## config.mk

```make
export PLATFORM = sky130hd
export DESIGN_NAME = rss_top
export DESIGN_NICKNAME = d
export VERILOG_FILES = /design/src/rss_pkg.sv /design/src/rss_filter.sv /design/src/rss_top.sv
export VERILOG_INCLUDE_DIRS = /design/src /design/src/src
export SDC_FILE = /design/constraint.sdc
export NUM_CORES = 1
export LEC_CHECK = 0
export BUFFER_PORTS_ARGS = -buffer_cell sky130_fd_sc_hd__buf_2
export CAP_MARGIN = 20
export CORE_AREA = 5 5 69 96
export CTS_CLUSTER_SIZE = 25
export DETAILED_ROUTE_END_ITERATION = 6
export DIE_AREA = 0 0 74 101
export PLACE_DENSITY = 0.67
export SYNTH_ARGS = -nofsm -noshare
export SYNTH_HDL_FRONTEND = slang
export SYNTH_SLANG_ARGS = --single-unit
```

## constraint.sdc

```tcl
create_clock -name clk_in -period 2.6 [get_ports clk_in]
set_clock_uncertainty 0.1 [all_clocks]
set_input_delay 0.13 -clock clk_in [delete_from_list [all_inputs] [get_ports clk_in]]
set_output_delay 0.13 -clock clk_in [all_outputs]
set_load 0.01 [all_outputs]
```

## src/rss_map.svh

```systemverilog
// Constants for the reset source sequencer: flag positions, fuse codes,
// timing counts.
// Assumes a 10 MHz clk_in; included by the design modules.
`ifndef RSS_MAP_SVH
`define RSS_MAP_SVH

// ******************************************************************
// Cause flag positions
// ******************************************************************
`define RSS_FLAG_SUPPLY_UP 0
`define RSS_FLAG_EXTERNAL  1
`define RSS_FLAG_BROWNOUT  2
`define RSS_FLAG_WATCHDOG  3
`define RSS_FLAG_SCAN      4
`define RSS_NUM_SOURCES    5
`define RSS_CAUSE_RESET    5'h00

// ******************************************************************
// Fuse codes and timing
// ******************************************************************
`define RSS_BOD_DISABLED   3'h7
`define RSS_CLK_HZ         10000000
`define RSS_TOUT_SHORT_US  65
`define RSS_TOUT_LONG_US   4100
`define RSS_PIN_MIN_NS     2500
`define RSS_PIN_MIN_CYC    ((`RSS_PIN_MIN_NS * 10 + 999) / 1000)

`endif

```

## src/rss_pkg.sv

```systemverilog
// Types shared by the reset source sequencer.
// Assumes nothing beyond the map header.
`default_nettype none
package rss_pkg;
  typedef enum logic [2:0] {
    RSS_IDLE, RSS_RSVD1, RSS_PDOWN, RSS_PSAVE,
    RSS_RSVD4, RSS_RSVD5, RSS_STBY, RSS_XSTBY
  } rss_sleep_e;
  typedef enum logic [1:0] {RSS_HOLD, RSS_STRETCH, RSS_RUN} rss_state_e;
endpackage
`default_nettype wire

```

## src/rss_filter.sv

```systemverilog
// Pulse-width filter for the external reset pin, after synchronising.
// Assumes the raw pin is asynchronous to clk_in.
`include "rss_map.svh"
`default_nettype none
module rss_filter #(
  parameter int MIN_CYC = `RSS_PIN_MIN_CYC
) (
  // Clock and reset
  input  wire logic clk_in,
  input  wire logic rstn_in,
  // Pin and result
  input  wire logic pin_n_in,
  output logic      long_low_out
);
  logic       sync1;
  logic       sync2;
  logic [7:0] cnt;
  logic [7:0] next_cnt;
  logic       next_long_low;

  always_comb
  begin
    next_cnt = 8'h00;
    next_long_low = 1'b0;
    if (!sync2)
    begin
      next_cnt = (cnt == 8'(MIN_CYC)) ? cnt : cnt + 8'h01;
      next_long_low = (next_cnt == 8'(MIN_CYC));
    end
  end

  always_ff @(posedge clk_in or negedge rstn_in)
  begin
    if (!rstn_in)
    begin
      sync1 <= 1'b1;
      sync2 <= 1'b1;
      cnt <= 8'h00;
      long_low_out <= 1'b0;
    end
    else
    begin
      sync1 <= pin_n_in;
      sync2 <= sync1;
      cnt <= next_cnt;
      long_low_out <= next_long_low;
    end
  end
endmodule
`default_nettype wire

```

## src/rss_top.sv

```systemverilog
// Reset source sequencer: combines reset sources, stretches the internal
// reset, keeps cause flags and drives sleep-related enables.
// Assumes rstn_in is the power-on detector output (low = supply low),
// and the other inputs are on clk_in unless named as pins.
`include "rss_map.svh"
`default_nettype none
module rss_top #(
  parameter int TOUT_SHORT_CYC =
    (`RSS_TOUT_SHORT_US * (`RSS_CLK_HZ / 1000000)),
  parameter int TOUT_LONG_CYC =
    (`RSS_TOUT_LONG_US * (`RSS_CLK_HZ / 1000000))
) (
  // Clock and power-on reset
  input  wire logic       clk_in,
  input  wire logic       rstn_in,
  // Reset sources
  input  wire logic       ext_reset_n_in,
  input  wire logic       wdt_expire_in,
  input  wire logic       wdt_enable_in,
  input  wire logic       bod_low_in,
  input  wire logic       scan_reset_reg_in,
  // Fuses
  input  wire logic [3:0] clock_select_fuses_in,
  input  wire logic [2:0] brownout_level_fuses_in,
  input  wire logic       onchip_debug_fuse_in,
  input  wire logic       scan_iface_enable_fuse_in,
  // Software control
  input  wire logic       scan_iface_disable_bit_in,
  input  wire logic [4:0] cause_write_in,
  input  wire logic [4:0] cause_wdata_in,
  input  wire logic       sleep_in,
  input  wire logic [2:0] sleep_mode_in,
  input  wire logic       comp_disable_in,
  input  wire logic       comp_use_ref_in,
  input  wire logic       wake_pin_need_in,
  // Scan port
  input  wire logic       scan_shifting_in,
  input  wire logic       scan_tdo_in,
  output logic            scan_tdo_out,
  output logic            scan_tdo_oe_n_out,
  output logic            scan_iface_en_out,
  // Reset outputs
  output logic            port_reset_n_out,
  output logic            core_reset_n_out,
  output logic            fetch_from_vector_out,
  output logic [4:0]      reset_cause_register_out,
  // Sleep gating outputs
  output logic            main_clk_keep_out,
  output logic            input_buf_en_out,
  output logic            comp_en_out,
  output logic            vref_en_out,
  output logic            bod_en_out,
  output logic            wdt_run_out
);

  // ****************************************************************
  // Source collection
  // ****************************************************************
  logic ext_long_low;
  logic bod_enabled;
  logic wdt_pulse;
  logic wdt_pulse_d;
  logic any_request;
  logic [4:0] src_vec;

  rss_filter #(.MIN_CYC(`RSS_PIN_MIN_CYC)) u_filter (
    .clk_in       (clk_in),
    .rstn_in      (rstn_in),
    .pin_n_in     (ext_reset_n_in),
    .long_low_out (ext_long_low)
  );

  assign bod_enabled = (brownout_level_fuses_in != `RSS_BOD_DISABLED);

  // Edge of the expiry request while wdt_enable_in is high gives exactly one clock of pulse
  logic wdt_expire_d;
  logic next_wdt_pulse;
  always_comb
  begin
    next_wdt_pulse = wdt_expire_in & ~wdt_expire_d & wdt_enable_in;
  end

  always_ff @(posedge clk_in or negedge rstn_in)
  begin
    if (!rstn_in)
    begin
      wdt_expire_d <= 1'b0;
      wdt_pulse <= 1'b0;
      wdt_pulse_d <= 1'b0;
    end
    else
    begin
      wdt_expire_d <= wdt_expire_in;
      wdt_pulse <= next_wdt_pulse;
      wdt_pulse_d <= wdt_pulse;
    end
  end

  always_comb
  begin
    src_vec = 5'h00;
    src_vec[`RSS_FLAG_EXTERNAL] = ext_long_low;
    src_vec[`RSS_FLAG_BROWNOUT] = bod_enabled & bod_low_in;
    src_vec[`RSS_FLAG_WATCHDOG] = wdt_pulse;
    src_vec[`RSS_FLAG_SCAN]     = scan_reset_reg_in;
  end

  // Power-on is the asynchronous reset itself; the rest are ORed
  assign any_request = |src_vec;

  // Ports clear asynchronously via the power-on reset; other sources
  // gate combinationally so no clock edge is needed for the port reset.
  assign port_reset_n_out = rstn_in & ~any_request & ~wdt_pulse_d;

  // ****************************************************************
  // Delay counter
  // ****************************************************************
  function automatic logic [15:0] tout_for(input logic [3:0] sel);
    tout_for = sel[3] ? 16'(TOUT_LONG_CYC) : 16'(TOUT_SHORT_CYC);
  endfunction

  rss_pkg::rss_state_e state;
  rss_pkg::rss_state_e next_state;
  logic [15:0] cnt;
  logic [15:0] next_cnt;

  always_comb
  begin
    next_state = state;
    next_cnt = cnt;
    case (state)
      rss_pkg::RSS_HOLD:
      begin
        // Watchdog: count starts on the clock edge after wdt_pulse_d falls, two clocks after its pulse ends
        if (!any_request && !wdt_pulse_d)
        begin
          next_state = rss_pkg::RSS_STRETCH;
          next_cnt = tout_for(clock_select_fuses_in);
        end
      end
      rss_pkg::RSS_STRETCH:
      begin
        if (any_request)
          next_state = rss_pkg::RSS_HOLD;
        else if (cnt <= 16'h0001)
          next_state = rss_pkg::RSS_RUN;
        else
          next_cnt = cnt - 16'h0001;
      end
      default:
      begin
        if (any_request)
          next_state = rss_pkg::RSS_HOLD;
      end
    endcase
  end

  always_ff @(posedge clk_in or negedge rstn_in)
  begin
    if (!rstn_in)
    begin
      state <= rss_pkg::RSS_HOLD;
      cnt <= 16'h0000;
    end
    else
    begin
      state <= next_state;
      cnt <= next_cnt;
    end
  end

  // Combinational drop on a new request so the core stops at once
  assign core_reset_n_out = (state == rss_pkg::RSS_RUN) & ~any_request;
  assign fetch_from_vector_out = (state == rss_pkg::RSS_STRETCH) &&
                                 (next_state == rss_pkg::RSS_RUN);

  // ****************************************************************
  // Cause flags
  // ****************************************************************
  logic [4:0] cause;
  logic [4:0] next_cause;
  logic       por_seen;
  always_comb
  begin
    next_cause = cause;
    for (int i = 0; i < `RSS_NUM_SOURCES; i++)
    begin
      if (cause_write_in[i] && !cause_wdata_in[i])
        next_cause[i] = 1'b0;
    end
    // Set wins over a clear in the same cycle
    next_cause = next_cause | src_vec;
    if (!por_seen)
      next_cause[`RSS_FLAG_SUPPLY_UP] = 1'b1;
  end

  always_ff @(posedge clk_in or negedge rstn_in)
  begin
    if (!rstn_in)
    begin
      cause <= `RSS_CAUSE_RESET;
      por_seen <= 1'b0;
    end
    else
    begin
      cause <= next_cause;
      por_seen <= 1'b1;
    end
  end
  assign reset_cause_register_out = cause;

  // ****************************************************************
  // Sleep gating and scan port
  // ****************************************************************
  // Idle is the only sleep mode that keeps the I/O clock running
  function automatic logic io_clk_stops(input logic       sleeping,
                                        input logic [2:0] mode);
    io_clk_stops = sleeping && (mode != 3'(rss_pkg::RSS_IDLE));
  endfunction

  // Only the two standby modes keep the oscillator in deep sleep;
  // reserved codes are treated like power-down, the cheapest choice
  function automatic logic osc_stops(input logic       sleeping,
                                     input logic [2:0] mode);
    osc_stops = io_clk_stops(sleeping, mode)
      && (mode != 3'(rss_pkg::RSS_STBY))
      && (mode != 3'(rss_pkg::RSS_XSTBY));
  endfunction

  logic deep_sleep;
  logic io_clk_stop;
  assign deep_sleep = io_clk_stops(sleep_in, sleep_mode_in);
  assign io_clk_stop = deep_sleep;

  assign scan_iface_en_out = scan_iface_enable_fuse_in &
                             ~scan_iface_disable_bit_in;
  // Debug keeps the clock only while the scan interface can reach it
  assign main_clk_keep_out = ~osc_stops(sleep_in, sleep_mode_in)
    | (onchip_debug_fuse_in & scan_iface_en_out);
  assign input_buf_en_out = ~io_clk_stop | wake_pin_need_in;
  assign comp_en_out = ~comp_disable_in & ~deep_sleep;
  assign vref_en_out = bod_enabled
    | (comp_use_ref_in & ~comp_disable_in);
  assign bod_en_out = bod_enabled;
  assign wdt_run_out = wdt_enable_in;

  // Data and enable are registered together so the pin never shows
  // a new level with a stale enable
  logic next_tdo;
  logic next_tdo_oe_n;
  always_comb
  begin
    next_tdo = scan_tdo_in;
    // Float the pin whenever no shift is in progress
    next_tdo_oe_n = ~(scan_iface_en_out & scan_shifting_in);
  end

  always_ff @(posedge clk_in or negedge rstn_in)
  begin
    if (!rstn_in)
    begin
      scan_tdo_out <= 1'b0;
      scan_tdo_oe_n_out <= 1'b1;
    end
    else
    begin
      scan_tdo_out <= next_tdo;
      scan_tdo_oe_n_out <= next_tdo_oe_n;
    end
  end
endmodule
`default_nettype wire

```

Yosys cells after proc, flatten, opt, wreduce, memory -nomap -nowiden
Index checks and enable logic that the tools add are counted.
- register bits: 40
- bits of input ports: 36
- word-level logic and storage cells: 91
- $add $sub $neg: 2
- magnitude comparators: 1
- eq/ne operators: 11
- muxes and demuxes: 19
- bitwise operators: 23
- reduce and logical (&&, ||, !) cells: 22
- operators with widths (cell ; count):
    $mux 16 ; 4
    $pmux 16 s2 ; 1
    $eq 8x5->1 const B ; 2
    $le 16x1->1 const B ; 1
    $mux 8 ; 2
    $sub 16x1->16 const B ; 1
    $and 1x1->1 ; 11
    $logic_and 1x1->1 ; 10
    $ne 3x3->1 const B ; 3
    $add 8x1->8 const B ; 1
    $mux 2 ; 4
    $not 1->1 ; 8
    $logic_not 1->1 ; 7
    $mux 1 ; 7
    $ne 2x2->1 const B ; 3
    $or 5x5->5 ; 1
    $eq 2x2->1 const B ; 2
    $pmux 2 s2 ; 1
    $reduce_and 4->1 ; 1
    $reduce_or 4->1 ; 1
    $or 1x1->1 ; 3
    $reduce_bool 3->1 ; 1
    $eq 2x1->1 const B ; 1
    $logic_not 2->1 ; 1
    $reduce_bool 2->1 ; 1

Depth between registers and ports, before layout
- depth after elaboration: 9
- gate-level depth with buffers: 8
- mapped depth without buffers: 7

Modules after synthesis
A second synthesis with hierarchy kept.
- cells, all modules: 197
- area total of the unflattened synthesis: 2040.7 um^2
- modules (own cells, without submodules) (module ; instances ; cells an instance ; area each (um^2) ; sequential area each (um^2)):
    rss_top ; 1 ; 149 ; 1498.9 ; 726.9
    rss_filter ; 1 ; 48 ; 541.8 ; 277.8

Worst setup path after synthesis
Ideal clock, no wire load.
- path type: reg2reg
- from: register wdt_pulse
- to: register cnt[14]
- setup time: 77 ps
- data arrival time: 1980 ps
- path slack: 443 ps
- stages on the path, launching flop included: 7
- cells stage by stage: dfrtp_1 -> or3_4 -> a211o_1 -> a211o_1 -> buf_6 -> or4_1 -> a21oi_1
- cells in the longest elaborated chain, start to end: 5
- elaborated cells between the ends (all ways): 6
- ends and longest elaborated chain (what ; line ; source):
    start: declaration ; rss_top.sv:61 ; logic wdt_pulse;
    start signal: assignment ; rss_top.sv:94 ; wdt_pulse <= next_wdt_pulse;
    $reduce_or 4->1 * ; rss_top.sv:109 ; assign any_request = |src_vec;
    $logic_not 1->1 ; rss_top.sv:135 ; if (!any_request && !wdt_pulse_d)
    $logic_and 1x1->1 ; rss_top.sv:135 ;
    $ne 2x2->1 (no line) ; n/a ;
    $reduce_and 4->1 (no line) * ; n/a ;
    end signal: assignment ; rss_top.sv:168 ; cnt <= next_cnt;
    end: declaration ; rss_top.sv:124 ; logic [15:0] cnt;
Mark *: on every way between the ends. The rest lies on a longest branch, timed or not.
A chain may end at the register's enable or synchronous reset.

Worst setup path after layout
- from: input port scan_reset_reg_in
- to: register cnt[14]
- cells in the longest elaborated chain, start to end: 5
- elaborated cells between the ends (all ways): 6
- ends and longest elaborated chain (what ; line ; source):
    start: declaration ; rss_top.sv:21 ; input wire logic scan_reset_reg_in,
    $reduce_or 4->1 * ; rss_top.sv:109 ;
    $logic_not 1->1 ; rss_top.sv:135 ;
    $logic_and 1x1->1 ; rss_top.sv:135 ;
    $ne 2x2->1 (no line) ; n/a ;
    $reduce_and 4->1 (no line) * ; n/a ;
Marks and branches as above.

==> summary.txt <==
Worst setup path
  • Crit Reg-Reg Startpoint: cnt[0]
  • CP required: 2.72 ns
  • CP Class: input port to register
  • Worst r2r dst: cnt[14]
  • Reg2reg setup slack: 0.26 ns
  • Crit path DAT: 2.49 ns
  • Reg2reg path depth: 7
  • Crit-path max FO: 10
  • Crit start category: input port
  • Endpoint type of the worst setup path: register

Floorplanning
  • Die area: 7470 um^2
  • Height of the die: 101 um
  • Std cell rows: 33
  • Die X: 74 um
  • Initial Utilization: 36.1%
  • I/O pin count: 53
  • Core box area: 5740 um^2

Synth
  • Synth Area in Adders: 2.42%
  • Largest cells by area after synthesis: dfrtp_1 45%, dfstp_2 3.8%, nand3_1 3.4%, nor2_1 3.1%, nand2_1 2.9%
  • Asr flop ratio synth: 100%
  • Post-Synth Simple-Gate Area: 25.8%
  • Syn Nets: 252
  • Syn Area/Cell: 9.77 um^2
  • Largest family of logic cells by synthesized area: simple AND/OR/NAND/NOR gates
  • Post-synth EDFFs: 0
  • Area share of the leading cell type in the synthesized netlist: 44.7%
  • Synth warnings: 0
  • Seq/Total Area, Yosys: 48.5%
  • Top_reg_cell synth: dfrtp_1
  • Synth area leader: dfrtp_1
  • Post-synthesis compound-gate area fraction: 15.0%
  • Yosys cell types: 47
  • XOR/XNOR share of the synthesized area: 3.38%
  • Mapped Cells: 212
  • Mux cell area share after synthesis: 1.45%
  • Synth Register Bits: 40
  • Synth Cell Area: 2070 um^2

CTS
  • CTS tree: yes
  • Clk buf depth: 2
  • Root Driver: clkbuf_8
  • Clk sinks: 40
  • Num CTS Buffers: 5
  • Postcts setup bufs: 0
  • Clock transition at path regs: 0.08 ns
  • Clock Latency Late Sink: 0.29 ns
  • Max H-tree Level: 2

Place
  • DP Cell Count: 325
  • Port bufs: 49
  • HPWL after DPL: 3.41 mm
  • Post-place setup slack: 0.302 ns
  • Final Wtd Congestion: 0.842

Power
  • Internal power: 0.00102 W
  • Net Sw Frac: 29.2%
  • Combinational power share: 18.4%
  • PD cells: 564 nW/um^2
  • LEAKAGE: 1.17 nW
  • Clock network power share: 29.9%
  • Flop pwr share: 51.7%
  • Net switching power: 0.000422 W
  • Peak supply drop: 0.000406 V

Detailed routing
  • Initial DRC count: 90
  • Post-Route WL: 4.65 mm
  • ANT nets after route: 0
  • First-pass detailed-route iteration total: 4
  • Vias/cell: 5.25
  • DR WL/cell: 13.5 um
  • DR DRC count: 0
  • Via count: 1802

STA
  • Worst Hold Margin: 0.00408 ns
  • Final Max Slew Viols: 0
  • Final worst path period share: 91.2%
  • RSZ-0062 raised after global routing: no
  • Worst setup margin: 0.229 ns
  • Final min period: 2.37 ns
  • Final hold violation count: 0
  • Tightest Pin Transition: 0.538 ns
  • Setup TNS: 0 ns
  • F_max: 0.422 GHz
  • Final setup violation count: 0
  • Rel. slew slack: 64.1%

Final layout
  • P&R area growth vs syn: 23.8%
  • Storage element area: 1000 um^2
  • Fillers: 534
  • Finished Layout Cells: 343
  • Antenna cells: 0
  • Footprint of the multi-input gates: 1000 um^2
  • Share of cells above drive strength 1: 24.9%
  • End-of-flow core utilization: 44.7%
  • Final #Nets: 312

Hold path
  • Min-Delay Path Depth: 2
  • HP Start: clock_select_fuses_in[3]
  • WHS Endpoint: cnt[7]
  • Worst Hold Class: input port to register

Global routing
  • Overall routing resource usage: 13.5%
  • Global-route wire length before repair: 7.94 mm
  • GRT overflow: 0
  • Antenna violations before repair: 0
  • Number of global-route vias before repair: 1718
  • Largest net degree at the start of global routing: 41

Outcome
  • Status: finished clean

Flow run
  • Max_cap viols: 0
==> critical path, stage by stage <==
cell and delay (ns):
dlygate4sd3_1 0.53, buf_2 0.13, or3_4 0.36, a211o_1 0.32
a211o_1 0.42, or4_1 0.43, a21oi_1 0.16
==> cells by family after synthesis <==
group / Yosys count
buffers and inverters: 15
XOR/XNOR: 8
multiplexers: 3
flip-flops: 40
adder cells (fa/ha/maj): 4
AND/OR/NAND/NOR: 97
other: 1
AO/OA/AOI/OAI: 44
==> layout by cell type, fill, tap and decap left out, types with 2 or more instances in the layout <==
master	instances
a211o_1	3
a21o_1	3
a21o_2	3
a21oi_1	9
a22oi_1	2
a31oi_1	4
and2_1	2
buf_2	49
clkbuf_1	2
clkbuf_8	6
dfrtp_1	37
dfstp_2	3
dlygate4sd3_1	10
ha_1	4
inv_1	8
mux2i_1	3
nand2_1	16
nand2b_1	9
nand3_1	14
nand4_1	4
nor2_1	17
nor2b_1	3
nor3_1	10
nor3b_1	2
nor4_1	3
o211a_1	2
o211ai_1	3
o21ai_0	5
o31ai_1	5
or2_2	2
or3_1	4
or4_1	4
xnor2_1	4
xor2_1	4
==> state kept, by name, summed over array words and instances, names as in the netlist <==
name and flops:
state 2, scan_tdo_out 1, wdt_expire_d 1, por_seen 1, scan_tdo_oe_n_out 1, wdt_pulse 1, u_filter.cnt 8, u_filter.sync1 1
reset_cause_register_out 5, cnt 16, wdt_pulse_d 1, u_filter.long_low_out 1, u_filter.sync2 1
==> per-layer routing <==
| layer | up-vias | global-route usage [%] | share of wire [%] |
|---|---|---|---|
| met5 | - | 0 | 0 |
| met4 | 0 | 3.77 | 1.5 |
| met3 | 7 | 2.89 | 2.8 |
| met2 | 26 | 25.3 | 55 |
| met1 | 883 | 15.0 | 41 |
| li1 | 886 | - | - |
==> worst max-delay path by stage <==
stage	endpoint	cells after the start	start	slack [ns]
2_1_floorplan	cnt[14]	6	wdt_pulse	0.44
3_3_place_gp	cnt[6]	7	cnt[0]	0.33
3_5_place_dp	cnt[14]	7	cnt[0]	0.30
4_1_cts	cnt[14]	7	scan_reset_reg_in	0.23
5_1_grt	cnt[6]	7	cnt[0]	0.08
6_report	cnt[14]	7	scan_reset_reg_in	0.23
==> cell usage after synthesis (all sizes together), types with 4 or more instances <==
library cell,number
a21o,6
a21oi,9
a31oi,4
clkbuf,4
dfrtp,37
ha,4
inv,8
nand2,16
nand2b,9
nand3,14
nand4,4
nor2,17
nor3,11
o21ai,5
o31ai,5
or3,5
or4,5
xnor2,4
xor2,4
==> power groups by stage <==
stage / sequential (W) / clock [W] / combinational (W)
CTS: 0.000745 / 0.000446 / 0.000269
floorplan: 0.000738 / 0 / 0.000184
detailed placement: 0.000758 / 0 / 0.000256
finish: 0.000747 / 0.000432 / 0.000267
global route: 0.000758 / 0.000473 / 0.000302
global placement: 0.000755 / 0 / 0.000252
==> area by class of cell <==
cell class	count	share of cell area, %
flip-flops and latches	40	39.2
repair buffers	60	13.8
multi-input cells	157	39.0
clock buffers	8	3.51
well taps	70	3.41
inverters	8	1.17
==> repair_timing <==
item,in CTS,in global routing
resized for setup,0,0
hold buffers,10,0
hold endpoints to repair,45,0
==> through the flow <==
step	cell area, um^2	total power [W]
5_1_grt	2560	0.00153
3_5_place_dp	2370	0.00101
3_3_place_gp	2370	0.00101
4_1_cts	2560	0.00146
2_1_floorplan	2070	0.000923
6_report	2560	0.00145
(Power assumes the default switching activity.)
